## src/logic/icf_pkg.sv

```systemverilog
// package for the interrupt control and flag register block
package icf_pkg;

   localparam logic [7:0] ADDR_MAIN     = 8'h00;
   localparam logic [7:0] ADDR_EDGES    = 8'h04;
   localparam logic [7:0] ADDR_PINS     = 8'h08;
   localparam logic [7:0] ADDR_PFLAGS   = 8'h0C;
   localparam logic [7:0] ADDR_MODE     = 8'h10;
   localparam logic [7:0] ADDR_STATUS   = 8'h14;

   localparam logic [7:0] RST_MAIN      = 8'h00;
   localparam logic [7:0] RST_EDGES     = 8'hFF;
   localparam logic [7:0] RST_PINS      = 8'hC0;
   localparam logic [7:0] RST_PFLAGS    = 8'h00;

   // main register fields
   localparam int MAIN_GHE   = 7;
   localparam int MAIN_PLE   = 6;
   localparam int MAIN_T0E   = 5;
   localparam int MAIN_P0E   = 4;
   localparam int MAIN_PCE   = 3;
   localparam int MAIN_T0F   = 2;
   localparam int MAIN_P0F   = 1;
   localparam int MAIN_PCF   = 0;
   // edges / priorities register fields
   localparam int EDG_PUD    = 7;
   localparam int EDG_SEL0   = 6;
   localparam int EDG_T0P    = 2;
   localparam int EDG_P3P    = 1;
   localparam int EDG_PCP    = 0;
   // external pins register fields
   localparam int PIN_P2P    = 7;
   localparam int PIN_P1P    = 6;
   localparam int PIN_EN1    = 3;
   localparam int PIN_FL1    = 0;
   // peripheral flags: read-only positions
   localparam int PF_RX      = 5;
   localparam int PF_TX      = 4;
   localparam logic [7:0] PF_RO_MASK = 8'h30;
   // mode register field
   localparam int MODE_SEL   = 0;

   localparam logic [15:0] VEC_HIGH = 16'h0008;
   localparam logic [15:0] VEC_LOW  = 16'h0018;

   localparam logic [1:0] TRANS_NONSEQ = 2'b10;
   localparam logic [2:0] SIZE_WORD    = 3'b010;

   // peripheral events, bit order matches the peripheral flag register
   typedef struct packed {
      logic par_slave;
      logic conv_done;
      logic rx_full;
      logic tx_empty;
      logic sync_done;
      logic t1_gate;
      logic t2_match;
      logic t1_ovf;
   } icf_periph_s;

   typedef struct packed {
      logic        req_high;
      logic        req_low;
      logic [15:0] vector;
   } icf_req_s;

endpackage : icf_pkg

```

## src/logic/icf_top.sv

```systemverilog
// interrupt control and flag registers with an AHB-Lite slave port
//
// The AHB-Lite interface to the registers and the register offsets were decided locally.
`timescale 1ns/10ps
`default_nettype none
module icf_top
(
   input  wire  logic              hclk,
   input  wire  logic              hresetn,
   input  wire  logic              hsel,
   input  wire  logic [31:0]       haddr,
   input  wire  logic [1:0]        htrans,
   input  wire  logic              hwrite,
   input  wire  logic [2:0]        hsize,
   input  wire  logic [31:0]       hwdata,
   input  wire  logic              hready,
   output var   logic [31:0]       hrdata,
   output       logic              hreadyout,
   output       logic              hresp,
   input  wire  logic              timer0_overflow,
   input  wire  logic [3:0]        ext_pin,
   input  wire  logic [7:0]        per_pin_change_flags,
   input  wire  icf_pkg::icf_periph_s periph_event,
   input  wire  logic [7:0]        periph_enable,
   input  wire  logic [7:0]        periph_priority,
   input  wire  logic              irq_accept,
   input  wire  logic              irq_accept_high,
   input  wire  logic              irq_return,
   input  wire  logic              irq_return_high,
   output var   icf_pkg::icf_req_s irq_req,
   output var   logic              portb_pullup_disable
);
   import icf_pkg::*;

   logic [7:0] main_reg;
   logic [7:0] edges_reg;
   logic [7:0] pins_reg;
   logic [7:0] pflags_reg;
   logic       priority_mode_select;
   logic [3:0] pin_prev;
   logic       ph_write;
   logic [7:0] ph_addr;
   logic [7:0] wbyte;
   logic [3:0] pin_edge;
   logic       port_change_flag;
   logic [7:0] main_view;
   logic [7:0] pflags_view;
   logic       global_high_enable;
   logic       peripheral_low_enable;
   logic [4:0] core_pend;
   logic [7:0] per_pend;
   logic       any_core;
   logic       any_per;
   logic       next_req_high;
   logic       next_req_low;
   logic       addr_take;
   logic       wr_main;
   logic       wr_edges;
   logic       wr_pins;
   logic       wr_pflags;
   logic       wr_mode;

   // one selected edge on a pin, sampled against last cycle's level
   function automatic logic edge_hit(input logic now, input logic prev,
                                     input logic rising);
      edge_hit = rising ? (now & ~prev) : (~now & prev);
   endfunction : edge_hit

   // flag update: written value, then any set event ORed on top
   function automatic logic [7:0] flag_next(input logic [7:0] cur,
                                            input logic [7:0] wval,
                                            input logic [7:0] wmask,
                                            input logic [7:0] setv);
      flag_next = ((cur & ~wmask) | (wval & wmask)) | setv;
   endfunction : flag_next

   assign hreadyout = 1'b1;
   assign hresp     = 1'b0;
   assign addr_take = hsel & hready & htrans[1];
   assign wbyte     = hwdata[7:0];

   // data phase bookkeeping; zero wait states so one cycle each
   always_ff @(posedge hclk or negedge hresetn)
   begin
      if (!hresetn)
      begin
         ph_write <= 1'b0;
         ph_addr  <= 8'h00;
      end
      else
      begin
         ph_write <= addr_take & hwrite & (haddr[31:8] == 24'h000000);
         ph_addr  <= haddr[7:0];
      end
   end

   assign wr_main   = ph_write & (ph_addr == ADDR_MAIN);
   assign wr_edges  = ph_write & (ph_addr == ADDR_EDGES);
   assign wr_pins   = ph_write & (ph_addr == ADDR_PINS);
   assign wr_pflags = ph_write & (ph_addr == ADDR_PFLAGS);
   assign wr_mode   = ph_write & (ph_addr == ADDR_MODE);

   // edge detection for the four external pins
   always_ff @(posedge hclk or negedge hresetn)
   begin
      if (!hresetn)
         pin_prev <= 4'h0;
      else
         pin_prev <= ext_pin;
   end

   always_comb
   begin
      // pin 0 selected by the highest edge bit, pin 3 by the lowest
      for (int i = 0; i < 4; i++)
         pin_edge[i] = edge_hit(ext_pin[i], pin_prev[i],
                                edges_reg[EDG_SEL0 - i]);
   end

   assign port_change_flag = |per_pin_change_flags;

   // main register: enables plus timer0 and pin 0 flags
   always_ff @(posedge hclk or negedge hresetn)
   begin
      if (!hresetn)
         main_reg <= RST_MAIN;
      else
      begin
         main_reg <= flag_next(main_reg, wbyte, {8{wr_main}},
                               {5'h00, timer0_overflow,
                                pin_edge[0], 1'b0});
         // core accept/return act on the global enables; they beat a write
         if (irq_accept)
         begin
            if (!priority_mode_select || irq_accept_high)
               main_reg[MAIN_GHE] <= 1'b0;
            else
               main_reg[MAIN_PLE] <= 1'b0;
         end
         else if (irq_return)
         begin
            if (!priority_mode_select || irq_return_high)
               main_reg[MAIN_GHE] <= 1'b1;
            else
               main_reg[MAIN_PLE] <= 1'b1;
         end
         // bit 0 is never stored; it mirrors the per-pin flags
         main_reg[MAIN_PCF] <= 1'b0;
      end
   end

   // edges and priorities register: plain storage
   always_ff @(posedge hclk or negedge hresetn)
   begin
      if (!hresetn)
         edges_reg <= RST_EDGES;
      else if (wr_edges)
         edges_reg <= wbyte;
   end

   // external pins register: priorities, enables, pin 1..3 flags
   always_ff @(posedge hclk or negedge hresetn)
   begin
      if (!hresetn)
         pins_reg <= RST_PINS;
      else
         pins_reg <= flag_next(pins_reg, wbyte, {8{wr_pins}},
                               {5'h00, pin_edge[3:1]});
   end

   // peripheral flags: receive and transmit bits are live levels
   always_ff @(posedge hclk or negedge hresetn)
   begin
      if (!hresetn)
         pflags_reg <= RST_PFLAGS;
      else
         pflags_reg <= flag_next(pflags_reg, wbyte,
                                 {8{wr_pflags}} & ~PF_RO_MASK,
                                 periph_event & ~PF_RO_MASK);
   end

   // mode selector; clear after reset gives compatibility mode
   always_ff @(posedge hclk or negedge hresetn)
   begin
      if (!hresetn)
         priority_mode_select <= 1'b0;
      else if (wr_mode)
         priority_mode_select <= wbyte[MODE_SEL];
   end

   always_comb
   begin
      main_view            = main_reg;
      main_view[MAIN_PCF]  = port_change_flag;
      pflags_view          = pflags_reg;
      pflags_view[PF_RX]   = periph_event.rx_full;
      pflags_view[PF_TX]   = periph_event.tx_empty;
   end

   assign global_high_enable    = main_reg[MAIN_GHE];
   assign peripheral_low_enable = main_reg[MAIN_PLE];
   assign portb_pullup_disable  = edges_reg[EDG_PUD];

   // pending = flag and own enable; flags never look at enables
   always_comb
   begin
      core_pend[0] = main_reg[MAIN_T0F] & main_reg[MAIN_T0E];
      core_pend[1] = main_reg[MAIN_P0F] & main_reg[MAIN_P0E];
      core_pend[2] = port_change_flag & main_reg[MAIN_PCE];
      core_pend[3] = pins_reg[PIN_FL1] & pins_reg[PIN_EN1];
      core_pend[4] = pins_reg[PIN_FL1 + 1] & pins_reg[PIN_EN1 + 1] |
                     pins_reg[PIN_FL1 + 2] & pins_reg[PIN_EN1 + 2];
   end

   assign per_pend = pflags_view & periph_enable;
   assign any_core = |core_pend;
   assign any_per  = |per_pend;

   // per-source priority; pin 0 has no bit and is always high
   logic       hi_core;
   logic       lo_core;
   logic       hi_per;
   logic       lo_per;

   always_comb
   begin
      hi_core = (main_reg[MAIN_T0F] & main_reg[MAIN_T0E] & edges_reg[EDG_T0P]) |
                core_pend[1] |
                (core_pend[2] & edges_reg[EDG_PCP]) |
                (pins_reg[PIN_FL1] & pins_reg[PIN_EN1] & pins_reg[PIN_P1P]) |
                (pins_reg[1] & pins_reg[4] & pins_reg[PIN_P2P]) |
                (pins_reg[2] & pins_reg[5] & edges_reg[EDG_P3P]);
      lo_core = (main_reg[MAIN_T0F] & main_reg[MAIN_T0E] & ~edges_reg[EDG_T0P]) |
                (core_pend[2] & ~edges_reg[EDG_PCP]) |
                (pins_reg[PIN_FL1] & pins_reg[PIN_EN1] & ~pins_reg[PIN_P1P]) |
                (pins_reg[1] & pins_reg[4] & ~pins_reg[PIN_P2P]) |
                (pins_reg[2] & pins_reg[5] & ~edges_reg[EDG_P3P]);
      hi_per  = |(per_pend & periph_priority);
      lo_per  = |(per_pend & ~periph_priority);
   end

   always_comb
   begin
      if (!priority_mode_select)
      begin
         // priority bits ignored; everything goes to the high line
         next_req_high = global_high_enable &
                         (any_core | (peripheral_low_enable & any_per));
         next_req_low  = 1'b0;
      end
      else
      begin
         next_req_high = global_high_enable & (hi_core | hi_per);
         next_req_low  = global_high_enable & peripheral_low_enable &
                         (lo_core | lo_per);
      end
   end

   // requests registered so the core sees clean levels
   always_ff @(posedge hclk or negedge hresetn)
   begin
      if (!hresetn)
         irq_req <= '{req_high: 1'b0, req_low: 1'b0, vector: VEC_HIGH};
      else
      begin
         irq_req.req_high <= next_req_high;
         irq_req.req_low  <= next_req_low;
         // high wins the vector when both are asking
         if (next_req_low && !next_req_high)
            irq_req.vector <= VEC_LOW;
         else
            irq_req.vector <= VEC_HIGH;
      end
   end

   // read data captured in the address phase; unmapped reads as zero
   always_ff @(posedge hclk or negedge hresetn)
   begin
      if (!hresetn)
         hrdata <= 32'h00000000;
      else if (addr_take && !hwrite)
      begin
         if (haddr[31:8] != 24'h000000)
            hrdata <= 32'h00000000;
         else
         begin
            case (haddr[7:0])
               ADDR_MAIN:   hrdata <= {24'h000000, main_view};
               ADDR_EDGES:  hrdata <= {24'h000000, edges_reg};
               ADDR_PINS:   hrdata <= {24'h000000, pins_reg};
               ADDR_PFLAGS: hrdata <= {24'h000000, pflags_view};
               ADDR_MODE:   hrdata <= {31'h00000000, priority_mode_select};
               ADDR_STATUS: hrdata <= {14'h0000, irq_req.req_high,
                                       irq_req.req_low, irq_req.vector};
               default:     hrdata <= 32'h00000000;
            endcase
         end
      end
   end

endmodule : icf_top
`default_nettype wire

```

## config.mk

```make
export PLATFORM = sky130hd
export DESIGN_NAME = icf_top
export DESIGN_NICKNAME = d
export VERILOG_FILES = /design/src/logic/icf_pkg.sv /design/src/logic/icf_top.sv
export SDC_FILE = /design/constraint.sdc
export NUM_CORES = 1
export LEC_CHECK = 0
export ABC_CLOCK_PERIOD_IN_PS = 1890
export BUFFER_PORTS_ARGS = -buffer_cell sky130_fd_sc_hd__buf_4
export CAP_MARGIN = 20
export CORE_UTILIZATION = 40
export CTS_BUF_LIST = sky130_fd_sc_hd__clkbuf_8 sky130_fd_sc_hd__clkbuf_16
export DETAILED_ROUTE_END_ITERATION = 10
export MAX_ROUTING_LAYER = met4
export PLACE_DENSITY_LB_ADDON = 0.05
export SYNTH_ARGS = -nofsm -noshare
export SYNTH_HDL_FRONTEND = slang
export SYNTH_SLANG_ARGS = --single-unit
```

## constraint.sdc

```tcl
create_clock -name hclk -period 1.89 [get_ports hclk]
set_clock_uncertainty 0.1 [all_clocks]
set_input_delay 0.2835 -clock hclk [delete_from_list [all_inputs] [get_ports hclk]]
set_output_delay 0.2835 -clock hclk [all_outputs]
set_load 0.02 [all_outputs]
```

**Yosys cells after proc, flatten, opt, wreduce, memory -nomap -nowiden**

Cells that the tools add are included.

- Bits in registers: 95
- Latch bits: 0
- RAM bits: 0
- Memory bits (read-only): 0
- Input bits: 115
- Output and inout bits: 53
- Word-level logic and storage cells: 135
- Memories kept: 0

- $add $sub $neg: 0
- $mul: 0
- Divide/modulo/power cells: 0
- Order comparisons: 0
- Equality and inequality tests: 9
- Shift operators: 0
- Mux-type cells: 15
- Bitwise logic cells: 83
- Reductions and logical operators: 16

Operator list:

| operator | number |
|---|---|
| one-hot mux 18 bit (6 select lines) | 1 |
| AND 8 bit | 9 |
| AND 1 bit | 38 |
| == test 8 x 4 -> 1 bit, second input constant | 4 |
| 2-to-1 mux 32 bit | 1 |
| inverter 8 bit | 4 |
| bitwise OR 8 bit | 4 |
| OR reduction 8 bit | 4 |
| == test 8 x 5 -> 1 bit, second input constant | 3 |
| logical NOT 24 bit | 1 |
| nonzero test 24 bit | 1 |
| == test 8 x 3 -> 1 bit, second input constant | 2 |
| logical NOT 8 bit | 2 |
| bitwise OR 8 x 3 -> 8 bit | 2 |
| inverter 1 bit | 13 |
| bitwise OR 1 bit | 13 |
| 2-to-1 mux 1 bit | 10 |
| 2-to-1 mux 5 bit | 1 |
| OR reduction 5 bit | 1 |
| 2-to-1 mux 2 bit | 2 |
| logical NOT 1 bit | 3 |
| logical AND 1 bit | 2 |
| logical OR 1 bit | 2 |

**Depth between registers and ports, before layout**

- Depth in word-level cells: 13
- Mapped depth: 7
- Depth with buffers taken out: 5

**Worst setup path before layout**

OpenSTA, ideal clock, no wires.

- Path kind: reg2reg
- Start point: reg ph_addr[7]
- End point: reg main_reg[7]
- Arrival time: 1.846 ns
- Required time: 1.661 ns
- Setup slack: -0.185 ns
- Cell stages (with the launch flop): 6
- Buffers on the path: 0
- Period minus slack after synthesis: 2.075 ns
- Cell sequence: dfrtp_1 or4_4 nor4_4 mux2i_1 a21boi_1 o32ai_1

- Longest elaborated chain between the ends: 9
- Elaborated cells on any way between the ends: 11

Ends and longest elaborated chain:

| what | line | source |
|---|---|---|
| start: declaration | icf_top.sv:42 | `logic [7:0] ph_addr;` |
| start signal: assignment | icf_top.sv:93 | `ph_addr <= haddr[7:0];` |
| logical NOT 8 bit * | icf_top.sv:97 | `assign wr_main = ph_write & (ph_addr == ADDR_MAIN);` |
| AND 1 bit * | icf_top.sv:97 |  |
| inverter 8 bit | icf_top.sv:74 | `flag_next = ((cur & ~wmask) \| (wval & wmask)) \| setv;` |
| AND 8 bit | icf_top.sv:74 |  |
| bitwise OR 8 bit * | icf_top.sv:74 |  |
| bitwise OR 8 x 3 -> 8 bit * | icf_top.sv:74 |  |
| 2-to-1 mux 1 bit | icf_top.sv:142 | `if (!priority_mode_select \|\| irq_return_high)` |
| 2-to-1 mux 2 bit | icf_top.sv:140 | `else if (irq_return)` |
| 2-to-1 mux 2 bit * | icf_top.sv:133 | `if (irq_accept)` |
| end signal: assignment | icf_top.sv:129 | `main_reg <= flag_next(main_reg, wbyte, {8{wr_main}},` |
| end: declaration | icf_top.sv:35 | `logic [7:0] main_reg;` |

Mark *: on every way between the ends. The rest lies on a longest branch, timed or not.
A chain may end at the register's enable or synchronous reset.

**Worst setup path after layout**

Ends and elaborated chain as after synthesis.

==> metrics.md <==
| Metric | Value |
|---|---|
| Outcome | complete, but fails checks |
| Violated checks | setup timing |
| Routed vias/inst | a little over 5 |
| Placement row count | 31 |
| Fin. max-slew vios | 0 |
| Min Clock Period, post-route | approximately 2000 ps |
| Synth top area cells | dfrtp_1, buf_4, dfstp_2, mux2_2, nand2_1 |
| RSZ-0062 raised after global routing | yes |
| Dpl cells | 495 |
| Clock buffer count from CTS | 5 |
| Leakage | between 1.5 and 2 nW |
| Synth warn | 0 |
| CTS HTree Levels | 2 |
| Period Utilization, post-route | 1.06 |
| Initial Util | 0.416 |
| Cell area after layout | ~4200 um2 |
| Commonest cells post-synth | dfrtp_1, buf_4, nand2_1 |
| Actual slew at the worst max-slew pin | about 700 ps |
| Fillers | 658 |
| Post-synthesis cell type count | between 40 and 50 |
| Synth area leader | dfrtp_1 |
| Total die area | ~8000 um2 |
| Flops & latches, synth | 56 |
| Post-Place Setup Slack | -205 ps |
| Die width | around 89 um |
| Post-Synth Simple-Gate Area | 0.170 |
| Clk root buf | clkbuf_8 |
| WL final | approximately 7.9 mm |
| Setup TNS | -1410 ps |
| Final number of hold-violating endpoints | 0 |
| Crit path from | ph_addr[7]$_DFF_PN0_ |
| Routed len/inst | approximately 15 um |
| Number of port buffers | 100 |
| Die height | 89.4 um |
| Max clock buf depth | 2 |
| First-pass GRT wire length | ~12 mm |
| Synth-to-layout area growth | 36.8% |
| RR Startpoint | ph_addr[7]$_DFF_PN0_ |
| Worst slew margin | 0.532 |
| Synth Flop Type | dfrtp_1 |
| Setup WS post-layout | -105 ps |
| Startpoint types | flop |
| Compound-Gate Fraction of Synth Area | 0.119 |
| Mux contribution to synthesized area | 0.126 |
| # setup viols final | 21 |
| Total gr overflow | 0 |
| Crit path kind | flop to flop |
| Nets@finish | 531 |
| CP arrival | between 2000 and 2500 ps |
| # DRC | 0 |
| Post-synth EDFFs | 0 |
| Largest family of logic cells by synthesized area | simple AND/OR/NAND/NOR gates |
| Hold_ws | ~53 ps |
| Clock Pin Slew Worst Setup and Hold Paths | approximately 100 ps |
| CTS Sinks | between 50 and 60 |
| CP Capture Point | main_reg[7]$_DFF_PN0_ |
| GRT Util Overall | 0.211 |
| Achievable Freq | roughly 500 MHz |
| Routed via count | 2598 |
| FF-to-FF path depth | 6 |
| Layout cells sized above 1 | 0.417 |
| CTS tree | done |
| Clk Latency, worst-skew pair | between 300 and 400 ps |
| Post-Syn Instances | 291 |
| RD Place Congestion | 0.897 |
| Initial antenna violation count | 0 |
| Area share of the largest cell type after synthesis | 0.377 |
| Hold crit path type | input pin to flop |
| Core ar. | around 7300 um2 |
| Post-Synth XOR/XNOR Area | 0 |
| DP Area | a little under 4000 um2 |
| CP Max Fanout | 3 |
| Layout Cells excl Fill | about 520 |
| DRT antenna net count | 0 |
| Adder-cell share of the synthesized area | 0 |
| Flop-to-flop setup slack | -100 ps |
| HPWL after DPL | approximately 6 mm |
| CP Capture Type | flop |
| R2R Path End | main_reg[7]$_DFF_PN0_ |
| Vias in the first global route | approximately 2400 |
| Power Density | slightly above 600 nW/um2 |
| VDD IR max | roughly 0.27 mV |
| Synth Area per Inst | between 10 and 15 um2 |
| Number of I/O pins | approximately 170 |
| Max Cap Viol | 0 |
| Critical Path RT | approximately 2000 ps |
| Diode count | 0 |
| Ys async rst share | 1.00 |
| Count leader, synth | dfrtp_1 |
| Syn Std Cell Area | a little over 3000 um2 |
| Largest net degree at the start of global routing | 57 |
| Initial DRC count | around 150 |
| Pre-antenna DRT Iters | 6 |
| Register area share after synthesis | 0.463 |
where the power goes:
part | internal, mW | switching, mW
Combinational | 0.205 | 0.217
Sequential | 1.24 | 0.0322
Clock | 0.468 | 0.390
Total | 1.91 | 0.639
final cells by class:
type,instances,area [um2],area share
clock buffer,7,96.3,0.0231
clock inverter,1,30.0,0.00719
inverter,10,37.5,0.00898
multi-input combinational,215,1470,0.352
sequential,56,1410,0.338
tap,99,124,0.0296
timing repair buffer,128,1010,0.241
critical path, stage by stage (launching register included):
cell,delay (ps)
dfrtp_1,400
or4_4,580
nor4_4,170
buf_6,160
mux2i_2,230
a21boi_2,180
o32ai_1,70
routing by layer:
| metal | up-vias | track usage | routed length, um |
|---|---|---|---|
| met5 | - | - | 0 |
| met4 | 0 | 0.0563 | 71 |
| met3 | 8 | 0.0249 | 490 |
| met2 | 124 | 0.350 | 3750 |
| met1 | 1224 | 0.275 | 3590 |
| li1 | 1242 | - | - |
worst min path at each step:
stage                                   end  depth (start not counted)            start  slack [ps]
finish              pflags_reg[0]$_DFF_PN0_                          2  periph_event[0]          50
global route        pflags_reg[0]$_DFF_PN0_                          2  periph_event[0]          40
CTS                   main_reg[2]$_DFF_PN0_                          2  timer0_overflow          50
detailed placement    pin_prev[2]$_DFF_PN0_                          1          hresetn         290
global placement      pin_prev[2]$_DFF_PN0_                          1          hresetn         280
floorplan                         async pin                          0          hresetn        -110
cell families after synthesis:
family | after synthesis
AOI/OAI and AO/OA | 49
buffers and inverters | 57
DFF | 56
muxes | 30
other | 2
and+or+nand+nor | 97
layout by cell type, fill, tap and decap left out, types with 6 or more instances in the layout:
cell           netlist  routed
buf_4               39     113
dfrtp_1             46      46
conb_1               2      39
nand2_1             33      33
nor2_1              13      12
mux2_2              18      12
nand3_1             11      11
inv_1               10      10
dfstp_2             10      10
nor4_1               9       9
dlygate4sd3_1        0       9
nand4_1              7       7
clkbuf_8             0       7
a211o_1              6       6
o21ai_0              7       6
mux2_4               0       6
buf_6                0       6
per-stage QoR:
step	util	power (mW)
4_1_cts	0.560	2.56
5_1_grt	0.570	2.66
3_3_place_gp	0.527	1.69
6_report	0.570	2.55
3_5_place_dp	0.527	1.69
2_1_floorplan	-	1.53
what timing repair did:
item	in CTS	in global routing
pin swaps	1	5
endpoints found under the setup margin	21	32
gates resized for setup	3	17
hold buffers	9	0
endpoints found under the hold margin	54	0
setup buffers	2	2
Note: power is estimated with default switching activity, not from simulation.
